`config.mk`:
```
export PLATFORM = sky130hd
export DESIGN_NAME = mifd_decode
export DESIGN_NICKNAME = d
export VERILOG_FILES = /design/src/mifd_pkg.sv /design/src/mifd_decode.sv
export SDC_FILE = /design/constraint.sdc
export NUM_CORES = 1
export LEC_CHECK = 0
export BUFFER_PORTS_ARGS = -buffer_cell sky130_fd_sc_hd__buf_2
export CORE_MARGIN = 8
export CORE_UTILIZATION = 30
export CTS_CLUSTER_DIAMETER = 120
export CTS_CLUSTER_SIZE = 40
export DETAILED_ROUTE_END_ITERATION = 7
export MAX_ROUTING_LAYER = met4
export SETUP_SLACK_MARGIN = 0.4
export SKIP_LAST_GASP = 1
export SYNTH_ARGS = -nofsm -noshare
export SYNTH_HDL_FRONTEND = slang
export SYNTH_SLANG_ARGS = --single-unit
```
`constraint.sdc`:
```
create_clock -name clk -period 4.3 [get_ports clk]
set_clock_uncertainty 0.2 [all_clocks]
set_input_delay 0.86 -clock clk [delete_from_list [all_inputs] [get_ports clk]]
set_output_delay 0.86 -clock clk [all_outputs]
set_load 0.02 [all_outputs]
```
`src/mifd_pkg.sv`:
```
package mifd_pkg;

  // ------------------------------------------------------------------
  // Word format
  // ------------------------------------------------------------------
  localparam int INSN_W      = 14;
  localparam int ADDR_W      = 7;
  localparam int BITN_W      = 3;
  localparam int LIT8_W      = 8;
  localparam int LIT11_W     = 11;
  localparam int DATA_W      = 8;
  localparam int ADDR_LSB    = 0;
  localparam int DEST_POS    = 7;
  localparam int BITN_LSB    = 7;
  localparam int GRP_LSB     = 12;
  localparam int BOP_LSB     = 10;
  localparam int BYOP_LSB    = 8;
  localparam int JMP_POS     = 11;

  // ------------------------------------------------------------------
  // Group and operation codes
  // ------------------------------------------------------------------
  localparam logic [1:0] GRP_BYTE = 2'h0;
  localparam logic [1:0] GRP_BIT  = 2'h1;
  localparam logic [1:0] GRP_JUMP = 2'h2;
  localparam logic [1:0] GRP_LIT  = 2'h3;

  localparam logic [3:0] BY_MOVWF  = 4'h0;
  localparam logic [3:0] BY_CLR    = 4'h1;
  localparam logic [3:0] BY_SUBWF  = 4'h2;
  localparam logic [3:0] BY_DECF   = 4'h3;
  localparam logic [3:0] BY_IORWF  = 4'h4;
  localparam logic [3:0] BY_ANDWF  = 4'h5;
  localparam logic [3:0] BY_XORWF  = 4'h6;
  localparam logic [3:0] BY_ADDWF  = 4'h7;
  localparam logic [3:0] BY_MOVF   = 4'h8;
  localparam logic [3:0] BY_COMF   = 4'h9;
  localparam logic [3:0] BY_INCF   = 4'ha;
  localparam logic [3:0] BY_DECFSZ = 4'hb;
  localparam logic [3:0] BY_RRF    = 4'hc;
  localparam logic [3:0] BY_RLF    = 4'hd;
  localparam logic [3:0] BY_SWAPF  = 4'he;
  localparam logic [3:0] BY_INCFSZ = 4'hf;

  localparam logic [1:0] BT_CLR  = 2'h0;
  localparam logic [1:0] BT_SET  = 2'h1;
  localparam logic [1:0] BT_TSTC = 2'h2;
  localparam logic [1:0] BT_TSTS = 2'h3;

  localparam logic [6:0] CTL_RETURN = 7'h08;
  localparam logic [6:0] CTL_RETFIE = 7'h09;

  // ------------------------------------------------------------------
  // Timing
  // ------------------------------------------------------------------
  localparam int          OSC_PER_CYC = 4;
  localparam logic [1:0]  PH_LAST     = 2'(OSC_PER_CYC - 1);
  localparam logic [1:0]  PH_RST      = 2'h0;
  localparam logic [DATA_W-1:0] DATA_RST = 8'h00;
  localparam logic [ADDR_W-1:0] PORT_A_ADDR = 7'h05;

  typedef enum logic [2:0] {
    MIFD_GRP_BYTE = 3'b001,
    MIFD_GRP_BIT  = 3'b010,
    MIFD_GRP_LIT  = 3'b100
  } mifd_group_e;

  typedef struct packed {
    mifd_group_e               group;
    logic [3:0]                opcode;
    logic [ADDR_W-1:0]         faddr;
    logic                      dest_f;
    logic [BITN_W-1:0]         bitn;
    logic [LIT11_W-1:0]        literal;
  } mifd_fields_s;

  typedef struct packed {
    logic              fwr;
    logic              wwr;
    logic [DATA_W-1:0] result;
  } mifd_wb_s;

endpackage : mifd_pkg

```
`src/mifd_decode.sv`:
```
// ------------------------------------------------------------------
// ------------------------------------------------------------------
`timescale 1ns/1ps
module mifd_decode
  import mifd_pkg::*;
(
  input  wire logic                          clk,
  input  wire logic                          arst_n,
  input  wire logic [mifd_pkg::INSN_W-1:0]   insn,
  input  wire logic [mifd_pkg::DATA_W-1:0]   w_in,
  input  wire logic                          carry_in,
  input  wire logic [mifd_pkg::DATA_W-1:0]   file_rdata,
  input  wire logic [mifd_pkg::DATA_W-1:0]   port_pins,
  output logic                               insn_fetch,
  output logic                               phase_end,
  output mifd_pkg::mifd_fields_s             fields,
  output logic                               file_rd,
  output logic [mifd_pkg::ADDR_W-1:0]        file_addr,
  output mifd_pkg::mifd_wb_s                 wb,
  output logic                               carry_out,
  output logic                               pc_load,
  output logic                               skip_next,
  output logic                               nop_cycle,
  output logic                               port_a_read
);
  import mifd_pkg::*;

  // ------------------------------------------------------------------
  // Clock phases
  // ------------------------------------------------------------------
  logic [1:0] phase;
  logic       flush;
  logic       next_flush;

  wire cyc_end = (phase == PH_LAST);
  wire cyc_beg = (phase == PH_RST);

  always_ff @(posedge clk or negedge arst_n) begin
    if (!arst_n) begin
      phase <= PH_RST;
    end else begin
      phase <= phase + 2'h1;
    end
  end

  // ------------------------------------------------------------------
  // Field split
  // ------------------------------------------------------------------
  wire [1:0]         grp_code = insn[GRP_LSB +: 2];
  wire [ADDR_W-1:0]  f_addr   = insn[ADDR_LSB +: ADDR_W];
  wire               d_bit    = insn[DEST_POS];
  wire [BITN_W-1:0]  b_num    = insn[BITN_LSB +: BITN_W];
  wire [3:0]         byte_op  = insn[BYOP_LSB +: 4];
  wire [1:0]         bit_op   = insn[BOP_LSB +: 2];
  wire [LIT8_W-1:0]  lit8     = insn[0 +: LIT8_W];
  wire [LIT11_W-1:0] lit11    = insn[0 +: LIT11_W];

  wire is_byte = (grp_code == GRP_BYTE);
  wire is_bit  = (grp_code == GRP_BIT);
  wire is_lit  = grp_code[1];
  wire is_jump = (grp_code == GRP_JUMP);
  // All-zero upper byte op field with low bits is control, not a file access
  wire ctl_zero = is_byte && (byte_op == BY_MOVWF) && !d_bit;
  wire clrw     = is_byte && (byte_op == BY_CLR) && !d_bit;
  wire is_ret   = ctl_zero && ((f_addr == CTL_RETURN) || (f_addr == CTL_RETFIE));
  wire names_f  = (is_byte && !ctl_zero && !clrw) || is_bit;

  mifd_group_e grp_e;
  assign grp_e = is_byte ? MIFD_GRP_BYTE : (is_bit ? MIFD_GRP_BIT : MIFD_GRP_LIT);

  // ------------------------------------------------------------------
  // Read-modify-write data path
  // ------------------------------------------------------------------
  // Port reads see pins, not latch, so externally pulled bits write back
  wire is_port  = (f_addr == PORT_A_ADDR);
  wire [DATA_W-1:0] rd_val = is_port ? port_pins : file_rdata;
  wire [DATA_W-1:0] bmask  = 8'h01 << b_num;
  wire [DATA_W:0]   sum    = {1'b0, rd_val} + {1'b0, w_in};
  wire [DATA_W:0]   diff   = {1'b0, rd_val} + {1'b0, ~w_in} + 9'h001;
  wire [DATA_W-1:0] dec    = rd_val - 8'h01;
  wire [DATA_W-1:0] inc    = rd_val + 8'h01;

  logic [DATA_W-1:0] byte_res;
  logic              byte_c;
  always_comb begin
    byte_c = carry_in;
    case (byte_op)
      BY_MOVWF:  byte_res = w_in;
      BY_CLR:    byte_res = DATA_RST;
      BY_SUBWF:  begin byte_res = diff[DATA_W-1:0]; byte_c = diff[DATA_W]; end
      BY_DECF:   byte_res = dec;
      BY_IORWF:  byte_res = rd_val | w_in;
      BY_ANDWF:  byte_res = rd_val & w_in;
      BY_XORWF:  byte_res = rd_val ^ w_in;
      BY_ADDWF:  begin byte_res = sum[DATA_W-1:0]; byte_c = sum[DATA_W]; end
      BY_MOVF:   byte_res = rd_val;
      BY_COMF:   byte_res = ~rd_val;
      BY_INCF:   byte_res = inc;
      BY_DECFSZ: byte_res = dec;
      BY_RRF:    begin byte_res = {carry_in, rd_val[DATA_W-1:1]}; byte_c = rd_val[0]; end
      BY_RLF:    begin byte_res = {rd_val[DATA_W-2:0], carry_in}; byte_c = rd_val[DATA_W-1]; end
      BY_SWAPF:  byte_res = {rd_val[3:0], rd_val[7:4]};
      default:   byte_res = inc;
    endcase
  end

  wire [DATA_W-1:0] bit_res = (bit_op == BT_CLR) ? (rd_val & ~bmask) : (rd_val | bmask);
  wire bit_val  = |(rd_val & bmask);
  wire bit_wr   = is_bit && !bit_op[1];
  // Fixed-destination byte ops: store to file when d is set (CLR with d clear writes W); others follow the destination bit
  wire byte_fixed = (byte_op == BY_MOVWF) || (byte_op == BY_CLR);
  wire byte_fwr = is_byte && !ctl_zero && !clrw && (byte_fixed || d_bit);
  wire byte_wwr = (is_byte && !byte_fixed && !d_bit) || clrw;

  wire skip_hit = (is_byte && (byte_op == BY_DECFSZ) && (dec == DATA_RST))
               || (is_byte && (byte_op == BY_INCFSZ) && (inc == DATA_RST))
               || (is_bit && (bit_op == BT_TSTC) && !bit_val)
               || (is_bit && (bit_op == BT_TSTS) && bit_val);
  wire pc_hit   = is_jump || is_ret || (is_lit && (insn[13:10] == 4'hd));

  // Literal group: 11-bit targets for jump/call, 8-bit data otherwise
  wire lit_wwr = is_lit && !is_jump;

  // ------------------------------------------------------------------
  // Cycle control
  // ------------------------------------------------------------------
  wire exec = cyc_end && !flush;

  assign next_flush = cyc_end ? (!flush && (skip_hit || pc_hit)) : flush;

  always_ff @(posedge clk or negedge arst_n) begin
    if (!arst_n) begin
      flush <= 1'b0;
    end else begin
      flush <= next_flush;
    end
  end

  assign insn_fetch = cyc_beg;
  assign phase_end  = cyc_end;
  assign file_rd    = cyc_beg && !flush && names_f;

  // ------------------------------------------------------------------
  // Registered outputs
  // ------------------------------------------------------------------
  always_ff @(posedge clk or negedge arst_n) begin
    if (!arst_n) begin
      fields      <= '{group: MIFD_GRP_LIT, default: '0};
      file_addr   <= '0;
      wb          <= '0;
      carry_out   <= 1'b0;
      pc_load     <= 1'b0;
      skip_next   <= 1'b0;
      nop_cycle   <= 1'b0;
      port_a_read <= 1'b0;
    end else begin
      wb.fwr      <= 1'b0;
      wb.wwr      <= 1'b0;
      pc_load     <= 1'b0;
      skip_next   <= 1'b0;
      port_a_read <= 1'b0;
      if (cyc_end) begin
        // Raised at the edge that takes the skip, so it covers the discarded cycle
        nop_cycle <= next_flush;
      end
      if (exec) begin
        fields.group   <= grp_e;
        fields.opcode  <= is_bit ? {2'h0, bit_op} : insn[BYOP_LSB +: 4];
        fields.faddr   <= f_addr;
        fields.dest_f  <= d_bit;
        fields.bitn    <= b_num;
        // Don't-care bits never reach a result: literal masks drop them
        fields.literal <= is_jump ? lit11 : {3'h0, lit8};
        file_addr      <= f_addr;
        wb.fwr         <= byte_fwr || bit_wr;
        wb.wwr         <= byte_wwr || lit_wwr;
        wb.result      <= is_bit ? bit_res : (is_lit ? lit8 : (clrw ? DATA_RST : byte_res));
        carry_out      <= byte_c;
        pc_load        <= pc_hit;
        skip_next      <= skip_hit;
        // Implicit read of port A ends the change mismatch
        port_a_read    <= names_f && is_port;
      end
    end
  end

endmodule : mifd_decode

```
Word-level counts from Yosys, hierarchy flattened
Index checks and enable logic that the tools add are counted.
{"block": "classes", "addsub": 6, "n_eq_ne": 23, "shifts": 1, "mux": 16, "bitwise_logic": 9, "n_reduce_logical": 55}
{"operator": "8-bit one-hot mux with 13 select lines", "n": 1}
{"operator": "8-bit 2-to-1 mux", "n": 5}
{"operator": "4-bit == test (second input constant)", "n": 8}
{"operator": "1-bit logical AND", "n": 26}
{"operator": "8-bit bitwise AND", "n": 3}
{"operator": "8-bit inverter", "n": 3}
{"operator": "8-bit by 8-bit adder with 9-bit output", "n": 2}
{"operator": "4-bit by 3-bit == test with 1-bit output (second input constant)", "n": 4}
{"operator": "8-bit logical NOT", "n": 2}
{"operator": "8-bit bitwise OR", "n": 2}
{"operator": "7-bit by 4-bit == test with 1-bit output (second input constant)", "n": 2}
{"operator": "1-bit logical OR", "n": 13}
{"operator": "11-bit 2-to-1 mux", "n": 1}
{"operator": "10-bit 2-to-1 mux", "n": 1}
{"operator": "9-bit by 1-bit adder with 9-bit output (second input constant)", "n": 1}
{"operator": "8-bit by 1-bit adder with 8-bit output (second input constant)", "n": 1}
{"operator": "2-bit == test (second input constant)", "n": 4}
{"operator": "4-bit by 2-bit == test with 1-bit output (second input constant)", "n": 2}
{"operator": "1-bit logical NOT", "n": 8}
{"operator": "8-bit OR reduction", "n": 1}
{"operator": "1-bit by 3-bit left shift with 8-bit output (first input constant)", "n": 1}
{"operator": "8-bit by 1-bit subtractor with 8-bit output (second input constant)", "n": 1}
{"operator": "8-bit bitwise XOR", "n": 1}
{"operator": "7-bit by 3-bit == test with 1-bit output (second input constant)", "n": 1}
{"operator": "other kinds (10)", "n": 16}
{"block": "totals", "ff_bits": 47, "output_inout_bits": 54, "elab_cells": 126}

Logic depth before layout (Yosys ltp)
Gate-level depths: netlist of run 1.
{"block": "depth", "word_depth": 11, "depth_mapped": 15, "depth_no_buf": 14}

Worst setup path before layout of run 1
No wires, ideal clock.
{"block": "synth_timing", "path_type": "input to register", "startpoint": "input port insn[1] (netlist name)", "endpoint": "register wb[6] (netlist name)", "setup_ps": 124, "t_arrival_ps": 3959, "required_ps": 3976, "slack_ps": 17, "path_stages": 15, "n_path_buf": 2, "cell_sequence": "or4_4 buf_6 o21ai_0 and2_1 clkbuf_1 clkinv_1 ha_1 or3b_2 a21oi_1 nor2_1 o21bai_1 xnor2_1 a21oi_1 a31oi_1 a211o_1"}
{"block": "synth_via", "elab_chain_len": 8}
{"element": "from (decl)", "line_no": "mifd_decode.sv:9", "text": "input wire logic [mifd_pkg::INSN_W-1:0] insn,"}
{"element": "7-bit by 3-bit == test with 1-bit output *", "line_no": "mifd_decode.sv:75", "text": "wire is_port = (f_addr == PORT_A_ADDR);"}
{"element": "8-bit 2-to-1 mux *", "line_no": "mifd_decode.sv:76", "text": "wire [DATA_W-1:0] rd_val = is_port ? port_pins : file_rdata;"}
{"element": "8-bit by 8-bit adder with 9-bit output", "line_no": "mifd_decode.sv:79", "text": "wire [DATA_W:0] diff = {1'b0, rd_val} + {1'b0, ~w_in} + 9'h001;"}
{"element": "9-bit by 1-bit adder with 9-bit output", "line_no": "mifd_decode.sv:79"}
{"element": "8-bit one-hot mux with 13 select lines", "line_no": "mifd_decode.sv:87", "text": "case (byte_op)"}
{"element": "8-bit 2-to-1 mux (2 in a row)", "line_no": "mifd_decode.sv:177", "text": "wb.result <= is_bit ? bit_res : (is_lit ? lit8 : (clrw ? DATA_RST : byte_res));"}
{"element": "8-bit 2-to-1 mux *", "line_no": "mifd_decode.sv:177"}
{"element": "to (decl)", "line_no": "mifd_decode.sv:19", "text": "output mifd_pkg::mifd_wb_s wb,"}
Mark *: on every way between the ends. The rest lies on a longest branch, timed or not.
A chain may end at the register's enable or synchronous reset.

Worst setup path in the final report of run 1
{"block": "layout_timing", "startpoint": "input port insn[4] (netlist name)", "endpoint": "register wb[6] (netlist name)"}
The elaborated chain is that of the path after synthesis.

==> run_results.csv, run 1 <==
group,metric,value,unit
cts,cts-root-buf,"clkbuf_16",
global_routing,track_usage,0.206,
synthesis,syn_area,0.00420,mm²
timing,fin_crit_sh,0.892,
synthesis,yosys_warnings,0,
placement,dpl.hpwl,14400,µm
timing,tightest_slew,0.851,ns
setup_path,r2r-start,"phase[0]$_DFF_PN0_",
layout,num_antenna_cells,0,
cts,cts_buffers,5,
setup_path,slowest_delay,0.64,ns
detailed_routing,vias,5065,
die,num_rows,43,
timing,rsz0062_at_grt,"true",
detailed_routing,dr.pass1.iters,5,
timing,max_slew_margin,0.433,
detailed_routing,drt-initial-drc-count,479,
setup_path,r2r_setup_slack,1.74,ns
synthesis,synth.avg_cell_area,7.22,µm²
worst_hold_path,worstHoldStart,"phase[0]$_DFF_PN0_",
detailed_routing,drt_wl_total,18500,µm
detailed_routing,route.detailed.drc,0,
timing,max_freq,261,MHz
synthesis,synth_top_flop_cell,"dfrtp_1",
worst_hold_path,hold_class,"reg -> reg",
placement,placed_cell_area,0.00501,mm²
synthesis,async_flop_share,1.00,
cts,cts_num_sinks,38,
job,maxCapViolations,0,
cts,cts.path.max_buffers,2,
global_routing,antenna_found_initial,0,
timing,slew_viol_final,0,
cts,path_clk_slew,0.05,ns
global_routing,grt_pass1_wl,28700,µm
synthesis,synth_nets,645,
global_routing,grt_pass1_vias,4950,
synthesis,synth_edf_count,0,
cts,cts_tree,"built",
layout,final_cells,862,
cts,hold_buffers,0,
placement,dp_slack,-0.0364,ns
layout,finalNetCount,744,
placement,place_congestion,0.962,
die,start_util,0.305,
die,coreArea,0.0138,mm²
layout,drive_gt1_frac,0.298,
power_and_ir_drop,leakage,2.42,nW
setup_path,cp_cell_sequence,"buf_4 -> or4_4 -> o21ai_2 -> and2_4 -> inv_2 -> ha_4 -> fa_2 -> or3b_4 -> a21oi_2 -> nor2_1 -> o21bai_1 -> xnor2_1 -> a21oi_1 -> a31oi_1 -> a211o_1",
detailed_routing,antenna_left,0,
synthesis,synth_seq_cells,38,
power_and_ir_drop,power_density,253,mW/mm²
setup_path,slowest_stage,"or4_4",
setup_path,worst-path-max-fanout,7,
setup_path,crit_start,"insn[4]",
die,pin_count,95,
placement,port_buffers,94,
detailed_routing,via_per_inst,5.88,
setup_path,cp-end-kind,"flop",
layout,area_growth,27.5,%
timing,finalHoldViolCount,0,
layout,multi_input_area,0.00302,mm²
layout,final-seq-area,952,µm²
timing,setup_viol,0,
detailed_routing,wl_per_cell,21.5,µm
outcome,run_status,"finished, final reports clean",
setup_path,cp-start-kind,"input port",
cts,htreeDepth,2,
die,die_area,0.0180,mm²
setup_path,cp_data_required_time,4.27,ns
timing,timing.hold.ws,0.244,ns
global_routing,grt_max_degree,39,
timing,worst_slack,0.466,ns
die,die_w,134,µm
timing,post-route-min-period,3.83,ns
die,die_y,134,µm
power_and_ir_drop,peakVddDrop,0.137,mV
layout,nFillCells,1471,
cts,clk_latency,0.28,ns
setup_path,critPathKind,"in -> reg",
placement,dpl.cell_count,846,
layout,post-route-util,0.389,
synthesis,netlist_instances,582,
synthesis,ys_seq_area_frac,0.227,
layout,design_area,0.00536,mm²
synthesis,ys_types,70,
setup_path,cp.arrival,3.80,ns
global_routing,grt_overflow,0,
## Yosys cell counts, types with 4 or more instances
master	instances	area, µm²
and3_1	5	31.3
o22ai_1	6	37.5
and2_1	9	56.3
a211o_1	5	43.8
o2111ai_1	6	52.6
dfrtp_1	37	926
a31oi_1	13	81.3
inv_1	25	93.8
nor3_1	12	60.1
a221oi_1	7	61.3
nand4_1	4	25.0
o21ai_0	55	275
nand3_1	28	140
nor2_1	50	188
nor2b_1	5	31.3
a32oi_1	6	52.6
xnor2_1	19	166
a22oi_1	13	97.6
buf_1	6	22.5
a22o_1	8	70.1
clkbuf_1	31	116
o211ai_1	5	37.5
a21o_1	6	45.0
a21oi_1	31	155
ha_1	21	263
mux2i_1	5	50.1
buf_4	16	120
nor4_1	7	43.8
buf_2	6	30.0
nand2_1	71	267
## critical path, delay by kind of cell
family / cells / cell delay, ns
AO/OA/AOI/OAI: 6 / 0.83
XOR/XNOR: 1 / 0.14
adder cells (fa/ha/maj): 2 / 0.55
AND/OR/NAND/NOR: 4 / 1.21
buffers and inverters: 2 / 0.19
## per-stage QoR
stage          power, mW  TNS [ns]
6_report            1.36         0
5_1_grt             1.43         0
4_1_cts             1.34         0
3_5_place_dp       0.976   -0.0364
3_3_place_gp       0.973         0
2_1_floorplan      0.782         0
## sequential cells by signal (all words and copies together) (netlist names)
| name | count |
|---|---|
| skip_next | 1 |
| carry_out | 1 |
| flush | 1 |
| fields | 20 |
| phase | 2 |
| nop_cycle | 1 |
| wb | 10 |
| pc_load | 1 |
| port_a_read | 1 |
## where the power goes
part	internal, mW	total, mW	leakage (nW)	switching [mW]
Sequential	0.398	0.423	0.473	0.0246
Clock	0.213	0.352	0.0706	0.139
Combinational	0.220	0.582	1.88	0.362
Total	0.831	1.36	2.42	0.526
## path summary, 6_finish.rpt
kind,to,cells past startpoint
max,wb[6]$_DFFE_PN0P_,15
min in group asynchronous,fields[11]$_DFFE_PN0P_,1
min,phase[0]$_DFF_PN0_,1
max in group asynchronous,phase[1]$_DFF_PN0_,1
min reg2reg,phase[0]$_DFF_PN0_,1
max reg2reg,flush$_DFF_PN0_,9
## area by class of cell
cell class | instances | share of cell area
flip-flops and latches | 38 | 0.178
clock inverters | 2 | 0.00187
repair buffers | 151 | 0.170
clock buffers | 6 | 0.0241
well taps | 180 | 0.0420
multi-input cells | 457 | 0.564
inverters | 28 | 0.0206
## per-layer routing
metal | up-vias | global-route usage | wire [µm]
li1 | 2318 | - | -
met1 | 2435 | 0.249 | 7450
met2 | 264 | 0.334 | 8680
met3 | 48 | 0.0284 | 1630
met4 | 0 | 0.0973 | 771
met5 | - | - | 0
## cell usage in the layout, fill, tap and decap left out, types with 16 or more instances in the layout
master / count
nor2_1: 49
inv_1: 21
nand2_1: 71
o21ai_0: 45
xnor2_1: 19
nand3_1: 28
ha_1: 16
dfrtp_1: 37
buf_2: 92
buf_4: 57
a21oi_1: 27
## cell families after synthesis
family / count (synthesis) / synth area share
and+or+nand+nor: 211 / 0.238
AOI/OAI and AO/OA: 197 / 0.315
buffers and inverters: 88 / 0.0965
DFF: 38 / 0.227
adders and majority gates: 22 / 0.0673
xor gates and xnor gates: 19 / 0.0396
muxes: 7 / 0.0173
## repair_timing
item,4_1_cts,5_1_grt
buffers inserted,4,3
endpoints found under the hold margin,0,0
pin swaps,5,19
gates resized for setup,11,38
setup endpoints to repair,6,8
cloned,1,0
Note: power is estimated with default switching activity, not from simulation.
==> inputs of run 2 (changes only) <==
--- a/config.mk
+++ b/config.mk
@@ -12,6 +12,7 @@
 export CTS_CLUSTER_SIZE = 40
 export DETAILED_ROUTE_END_ITERATION = 7
 export MAX_ROUTING_LAYER = met4
+export REMOVE_ABC_BUFFERS = 1
 export SETUP_SLACK_MARGIN = 0.4
 export SKIP_LAST_GASP = 1
 export SYNTH_ARGS = -nofsm -noshare
==> run 2 against run 1 <==
Utilization up 0.082 points. Via count grew 0.63%. Register-to-register slack got worse by 0.04 ns. Clock power rose by 5.7%. Die area did not move. Power up 1.4%. Cell count is 0.12% higher. Design area rose by 0.21%. Combinational power barely moved. Flip-flop and latch count is the same. Critical path type unchanged. Highest routed layer unchanged.
==> run_results.csv, run 2 (synthesized netlist as in run 1, its figures left out) <==
group,metric,value,unit
detailed_routing,drt_wl_total,18300,µm
timing,post-route-min-period,3.88,ns
cts,cts.path.max_buffers,2,
job,maxCapViolations,0,
layout,final_common_cell,"buf_2",
timing,slew_viol_final,0,
power_and_ir_drop,p_comb_frac,0.422,
cts,htreeDepth,2,
timing,timing.hold.ws,0.255,ns
cts,cts_num_sinks,38,
die,coreArea,0.0138,mm²
worst_hold_path,hold_class,"reg -> reg",
global_routing,busiest_layer,"met2",
setup_path,cp-start-kind,"input port",
die,die_area,0.0180,mm²
global_routing,track_usage,0.197,
setup_path,cp-end-kind,"flop",
global_routing,grt_overflow,0,
global_routing,grt_pass1_wl,27500,µm
die,num_rows,43,
power_and_ir_drop,p_int,0.849,mW
cts,clk_latency,0.28,ns
placement,dp_slack,-0.0468,ns
detailed_routing,via_per_inst,5.91,
power_and_ir_drop,leakage,2.43,nW
power_and_ir_drop,peakVddDrop,0.129,mV
timing,worst_slack,0.420,ns
worst_hold_path,min_to,"phase[0]$_DFF_PN0_",
global_routing,met3_usage,0.0348,
layout,nFillCells,1483,
setup_path,cp_data_required_time,4.26,ns
global_routing,antenna_found_initial,0,
cts,path_clk_slew,0.06,ns
global_routing,use_met1,0.238,
timing,rsz0062_at_grt,"true",
global_routing,grt_util_met2,0.309,
die,die_w,134,µm
outcome,run_status,"finished, final reports clean",
timing,max_freq,258,MHz
detailed_routing,route.detailed.drc,0,
placement,dpl.hpwl,14100,µm
layout,finalNetCount,745,
detailed_routing,antenna_left,0,
layout,top_register,"fields",
cts,cts-root-buf,"clkbuf_16",
timing,max_slew_margin,0.418,
layout,drive_gt1_frac,0.294,
layout,area_growth,27.8,%
power_and_ir_drop,swShare,0.383,
detailed_routing,wl_per_cell,21.1,µm
placement,placed_cell_area,0.00499,mm²
timing,tightest_slew,0.873,ns
power_and_ir_drop,clkPwrFrac,0.271,
setup_path,worst-path-max-fanout,7,
setup_path,r2r-start,"phase[0]$_DFF_PN0_",
setup_path,r2r_setup_slack,1.70,ns
die,start_util,0.305,
cts,cts_buffers,5,
timing,fin_crit_sh,0.902,
power_and_ir_drop,p_switching,0.527,mW
placement,port_buffers,94,
setup_path,cp.arrival,3.84,ns
cts,cts_tree,"built",
global_routing,grt_pass1_vias,4904,
die,die_y,134,µm
timing,finalHoldViolCount,0,
cts,hold_buffers,0,
setup_path,reg2reg_depth,8,
global_routing,grt_max_degree,39,
worst_hold_path,min_delay_path_depth,1,
layout,layout_common_cells,"buf_2 (94), nand2_1 (71), buf_4 (58), o21ai_0 (48), nor2_1 (48)",
timing,setup_viol,0,
layout,largest_register_ffs,20,
setup_path,critPathKind,"in -> reg",
layout,post-route-util,0.390,
detailed_routing,dr.pass1.iters,5,
worst_hold_path,worstHoldStart,"phase[0]$_DFF_PN0_",
placement,place_congestion,1.05,
layout,reg.largest.list,"fields: 20 flops, wb: 10 flops, phase: 2 flops",
power_and_ir_drop,power_density,256,mW/mm²
detailed_routing,vias,5097,
layout,design_area,0.00537,mm²
power_and_ir_drop,seqPwrFrac,0.308,
layout,num_antenna_cells,0,
die,pin_count,95,
setup_path,r2r_end,"wb[5]$_DFFE_PN0P_",
detailed_routing,drt-initial-drc-count,453,
-- run 2: critical path: stages --
cell      delay [ns]
buf_2           0.14
or4_4           0.63
buf_4           0.20
o21ai_0         0.28
and2_1          0.26
clkinv_1        0.15
ha_1            0.26
a31oi_1         0.20
nor2_1          0.08
a22o_1          0.18
a31oi_1         0.26
mux2i_1         0.27
a22oi_2         0.06
-- run 2: metal layers --
layer,routed length (µm),part of all wire
met1,7290,0.40
met2,8450,0.46
met3,1720,0.094
met4,797,0.044
met5,0,0
-- run 2: cell type report --
type / instances / area, µm² / area share
multi-input combinational: 456 / 3020 / 0.563
clock buffer: 8 / 146 / 0.0273
sequential: 38 / 952 / 0.177
inverter: 28 / 105 / 0.0196
timing repair buffer: 153 / 917 / 0.171
tap: 180 / 225 / 0.0420
-- run 2: worst max-delay path by stage --
stage                     slack [ns]  startpoint  depth (start not counted)                end
final                           0.42     insn[4]                         13  wb[7]$_DFFE_PN0P_
after floorplan                -0.35     insn[1]                         12  wb[6]$_DFFE_PN0P_
after CTS                       0.41     insn[4]                         14  wb[6]$_DFFE_PN0P_
after detailed placement       -0.05     insn[4]                         15  wb[5]$_DFFE_PN0P_
after global placement         -0.04     insn[4]                         15  wb[5]$_DFFE_PN0P_
after global routing            0.34     insn[4]                         13  wb[7]$_DFFE_PN0P_
-- run 2: timing repair --
action	in CTS	in global routing
pin swaps	1	17
endpoints found under the setup margin	4	7
resized for setup	4	41
endpoints found under the hold margin	0	0
buffers inserted	0	7
-- run 2: stage by stage --
stage / cells / total power [mW] / setup TNS, ns
2_1_floorplan: 522 / 0.726 / -1.25
3_3_place_gp: 848 / 0.968 / -0.0445
3_5_place_dp: 848 / 0.969 / -0.0468
4_1_cts: 856 / 1.35 / 0
5_1_grt: 863 / 1.45 / 0
6_report: 863 / 1.38 / 0
-- run 2: power groups by stage --
| stage | registers (mW) | logic, mW | clock network, mW |
|---|---|---|---|
| final | 0.424 | 0.580 | 0.372 |
| after global routing | 0.431 | 0.622 | 0.394 |
| after CTS | 0.424 | 0.543 | 0.383 |
| after detailed placement | 0.430 | 0.539 | 0 |
| after global placement | 0.428 | 0.540 | 0 |
| after floorplan | 0.502 | 0.223 | 0 |
==> inputs of run 3 (changes only) <==
--- a/config.mk
+++ b/config.mk
@@ -6,7 +6,7 @@
 export NUM_CORES = 1
 export LEC_CHECK = 0
 export BUFFER_PORTS_ARGS = -buffer_cell sky130_fd_sc_hd__buf_2
-export CORE_MARGIN = 8
+export CORE_MARGIN = 2
 export CORE_UTILIZATION = 30
 export CTS_CLUSTER_DIAMETER = 120
 export CTS_CLUSTER_SIZE = 40
==> run 3 against run 2 <==
Wire length decreased by 1.8%. Hold slack improved by 0.0052 ns. Utilization decreased by 0.65 points. First-iteration DRC count increased by 30%. Sequential share of layout area increased by 0.30 points. Fmax increased by 1.2%. Non-clock buffer count decreased by 3. Worst setup slack improved by 0.045 ns.
==> run_results.csv, run 3 (synthesized netlist as in run 1, its figures left out) <==
group,metric,value,unit
detailed_routing,drt_wl_total,17900,µm
global_routing,met3_usage,0.0316,
detailed_routing,via_per_inst,5.97,
global_routing,grt_pass1_vias,4678,
power_and_ir_drop,power,1.37,mW
global_routing,track_usage,0.237,
global_routing,antenna_found_initial,0,
layout,reg.largest.list,"fields: 20 flops, wb: 10 flops, phase: 2 flops",
power_and_ir_drop,power_density,259,mW/mm²
global_routing,busiest_layer,"met2",
global_routing,grt_pass1_wl,26500,µm
timing,tns,0,ns
detailed_routing,antenna_left,0,
die,die_w,122,µm
timing,max_freq,261,MHz
placement,port_buffers,94,
cts,htreeDepth,2,
placement,dpl.cell_count,847,
layout,post-route-util,0.383,
detailed_routing,wl_per_cell,20.8,µm
layout,drive_gt1_frac,0.274,
setup_path,reg2reg_depth,9,
global_routing,grt_util_met2,0.362,
layout,area_growth,25.6,%
timing,slew_viol_final,0,
cts,path_clk_slew,0.06,ns
placement,place_congestion,1.06,
placement,dpl.hpwl,13700,µm
cts,cts_tree,"built",
die,die_y,122,µm
layout,nFillCells,1502,
job,maxCapViolations,0,
layout,num_antenna_cells,0,
cts,hold_buffers,0,
power_and_ir_drop,leakage,2.42,nW
global_routing,grt_max_degree,40,
layout,layout_common_cells,"buf_2 (94), nand2_1 (71), buf_4 (54), o21ai_0 (51), nor2_1 (50)",
layout,finalNetCount,742,
die,coreArea,0.0138,mm²
layout,final_common_cell,"buf_2",
timing,tightest_slew,0.895,ns
die,num_rows,43,
detailed_routing,dr.pass1.iters,8,
setup_path,critPathKind,"in -> reg",
cts,cts-root-buf,"clkbuf_16",
power_and_ir_drop,peakVddDrop,0.115,mV
layout,top_register,"fields",
cts,cts.path.max_buffers,2,
setup_path,cp-end-kind,"flop",
cts,clk_latency,0.29,ns
layout,final_cells,860,
setup_path,cp_data_required_time,4.26,ns
timing,setup_viol,0,
timing,post-route-min-period,3.83,ns
worst_hold_path,hold_class,"reg -> reg",
cts,cts_buffers,5,
global_routing,grt_overflow,0,
setup_path,cp-start-kind,"input port",
die,die_area,0.0150,mm²
setup_path,cp.arrival,3.80,ns
worst_hold_path,min_delay_path_depth,2,
timing,finalHoldViolCount,0,
timing,rsz0062_at_grt,"true",
outcome,run_status,"finished, final reports clean",
layout,largest_register_ffs,20,
die,start_util,0.305,
cts,cts_num_sinks,38,
timing,max_slew_margin,0.403,
detailed_routing,drt-initial-drc-count,589,
timing,fin_crit_sh,0.892,
detailed_routing,vias,5130,
detailed_routing,route.detailed.drc,0,
die,pin_count,95,
global_routing,use_met1,0.300,
setup_path,worst-path-max-fanout,7,
==> run 3: changes by cell type in the layout (fill, tap and decap cells not counted), sizes merged <==
cell	previous run	this run
buf	153	149
clkinv	3	4
==> run 3: final timing paths <==
kind	start	end	slack, ns
setup reg to reg	phase[0]$_DFF_PN0_	flush$_DFF_PN0_	2.03
max in group asynchronous	arst_n	fields[3]$_DFFE_PN0P_	2.85
hold reg to reg	fields[28]$_DFFE_PN1P_	fields[28]$_DFFE_PN1P_	0.26
hold / removal	fields[28]$_DFFE_PN1P_	fields[28]$_DFFE_PN1P_	0.26
setup / recovery	insn[5]	wb[7]$_DFFE_PN0P_	0.47
min in group asynchronous	arst_n	wb[4]$_DFFE_PN0P_	0.49
==> run 3: per-layer routing <==
| metal | wire length, µm | share of wire |
|---|---|---|
| met1 | 7350 | 0.41 |
| met2 | 8080 | 0.45 |
| met3 | 1540 | 0.086 |
| met4 | 955 | 0.053 |
| met5 | 0 | 0 |
==> run 3: repair_timing <==
action | in CTS | in global routing
endpoints found under the setup margin | 2 | 6
pin swaps | 1 | 3
gates cloned | 0 | 1
resized for setup | 3 | 20
buffers inserted | 0 | 4
==> run 3: per-stage QoR <==
step	hold slack [ns]	cell area [µm²]	worst slack (ns)
2_1_floorplan	0.218	3900	-0.349
3_3_place_gp	0.228	5000	0.0153
3_5_place_dp	0.248	5000	-0.0242
4_1_cts	0.257	5160	0.397
5_1_grt	0.268	5280	0.380
6_report	0.260	5280	0.466
==> run 3: power by group <==
group / internal [mW] / leakage (nW) / switching [mW] / total, mW
Sequential: 0.398 / 0.473 / 0.0267 / 0.425
Combinational: 0.211 / 1.87 / 0.354 / 0.565
Clock: 0.230 / 0.0739 / 0.148 / 0.378
==> run 3: final cells by class <==
| cell class | instances | area (µm²) | area share |
|---|---|---|---|
| multi-input combinational | 456 | 2930 | 0.555 |
| sequential | 38 | 952 | 0.180 |
| tap | 180 | 225 | 0.0427 |
| clock buffer | 7 | 143 | 0.0270 |
| inverter | 28 | 105 | 0.0199 |
| clock inverter | 1 | 5.00 | 0.000948 |
| timing repair buffer | 150 | 921 | 0.174 |
==> run 3: critical path, stage by stage <==
cell and delay [ns]:
buf_2 0.10, or4_4 0.63, buf_4 0.21, o21ai_0 0.23, and2_4 0.21, clkinv_1 0.08, ha_1 0.20, nor2b_1 0.12
a21oi_1 0.06, a22oi_1 0.22, o21ai_0 0.09, a221o_1 0.27, a221oi_1 0.23, o311a_1 0.21, a22oi_1 0.07
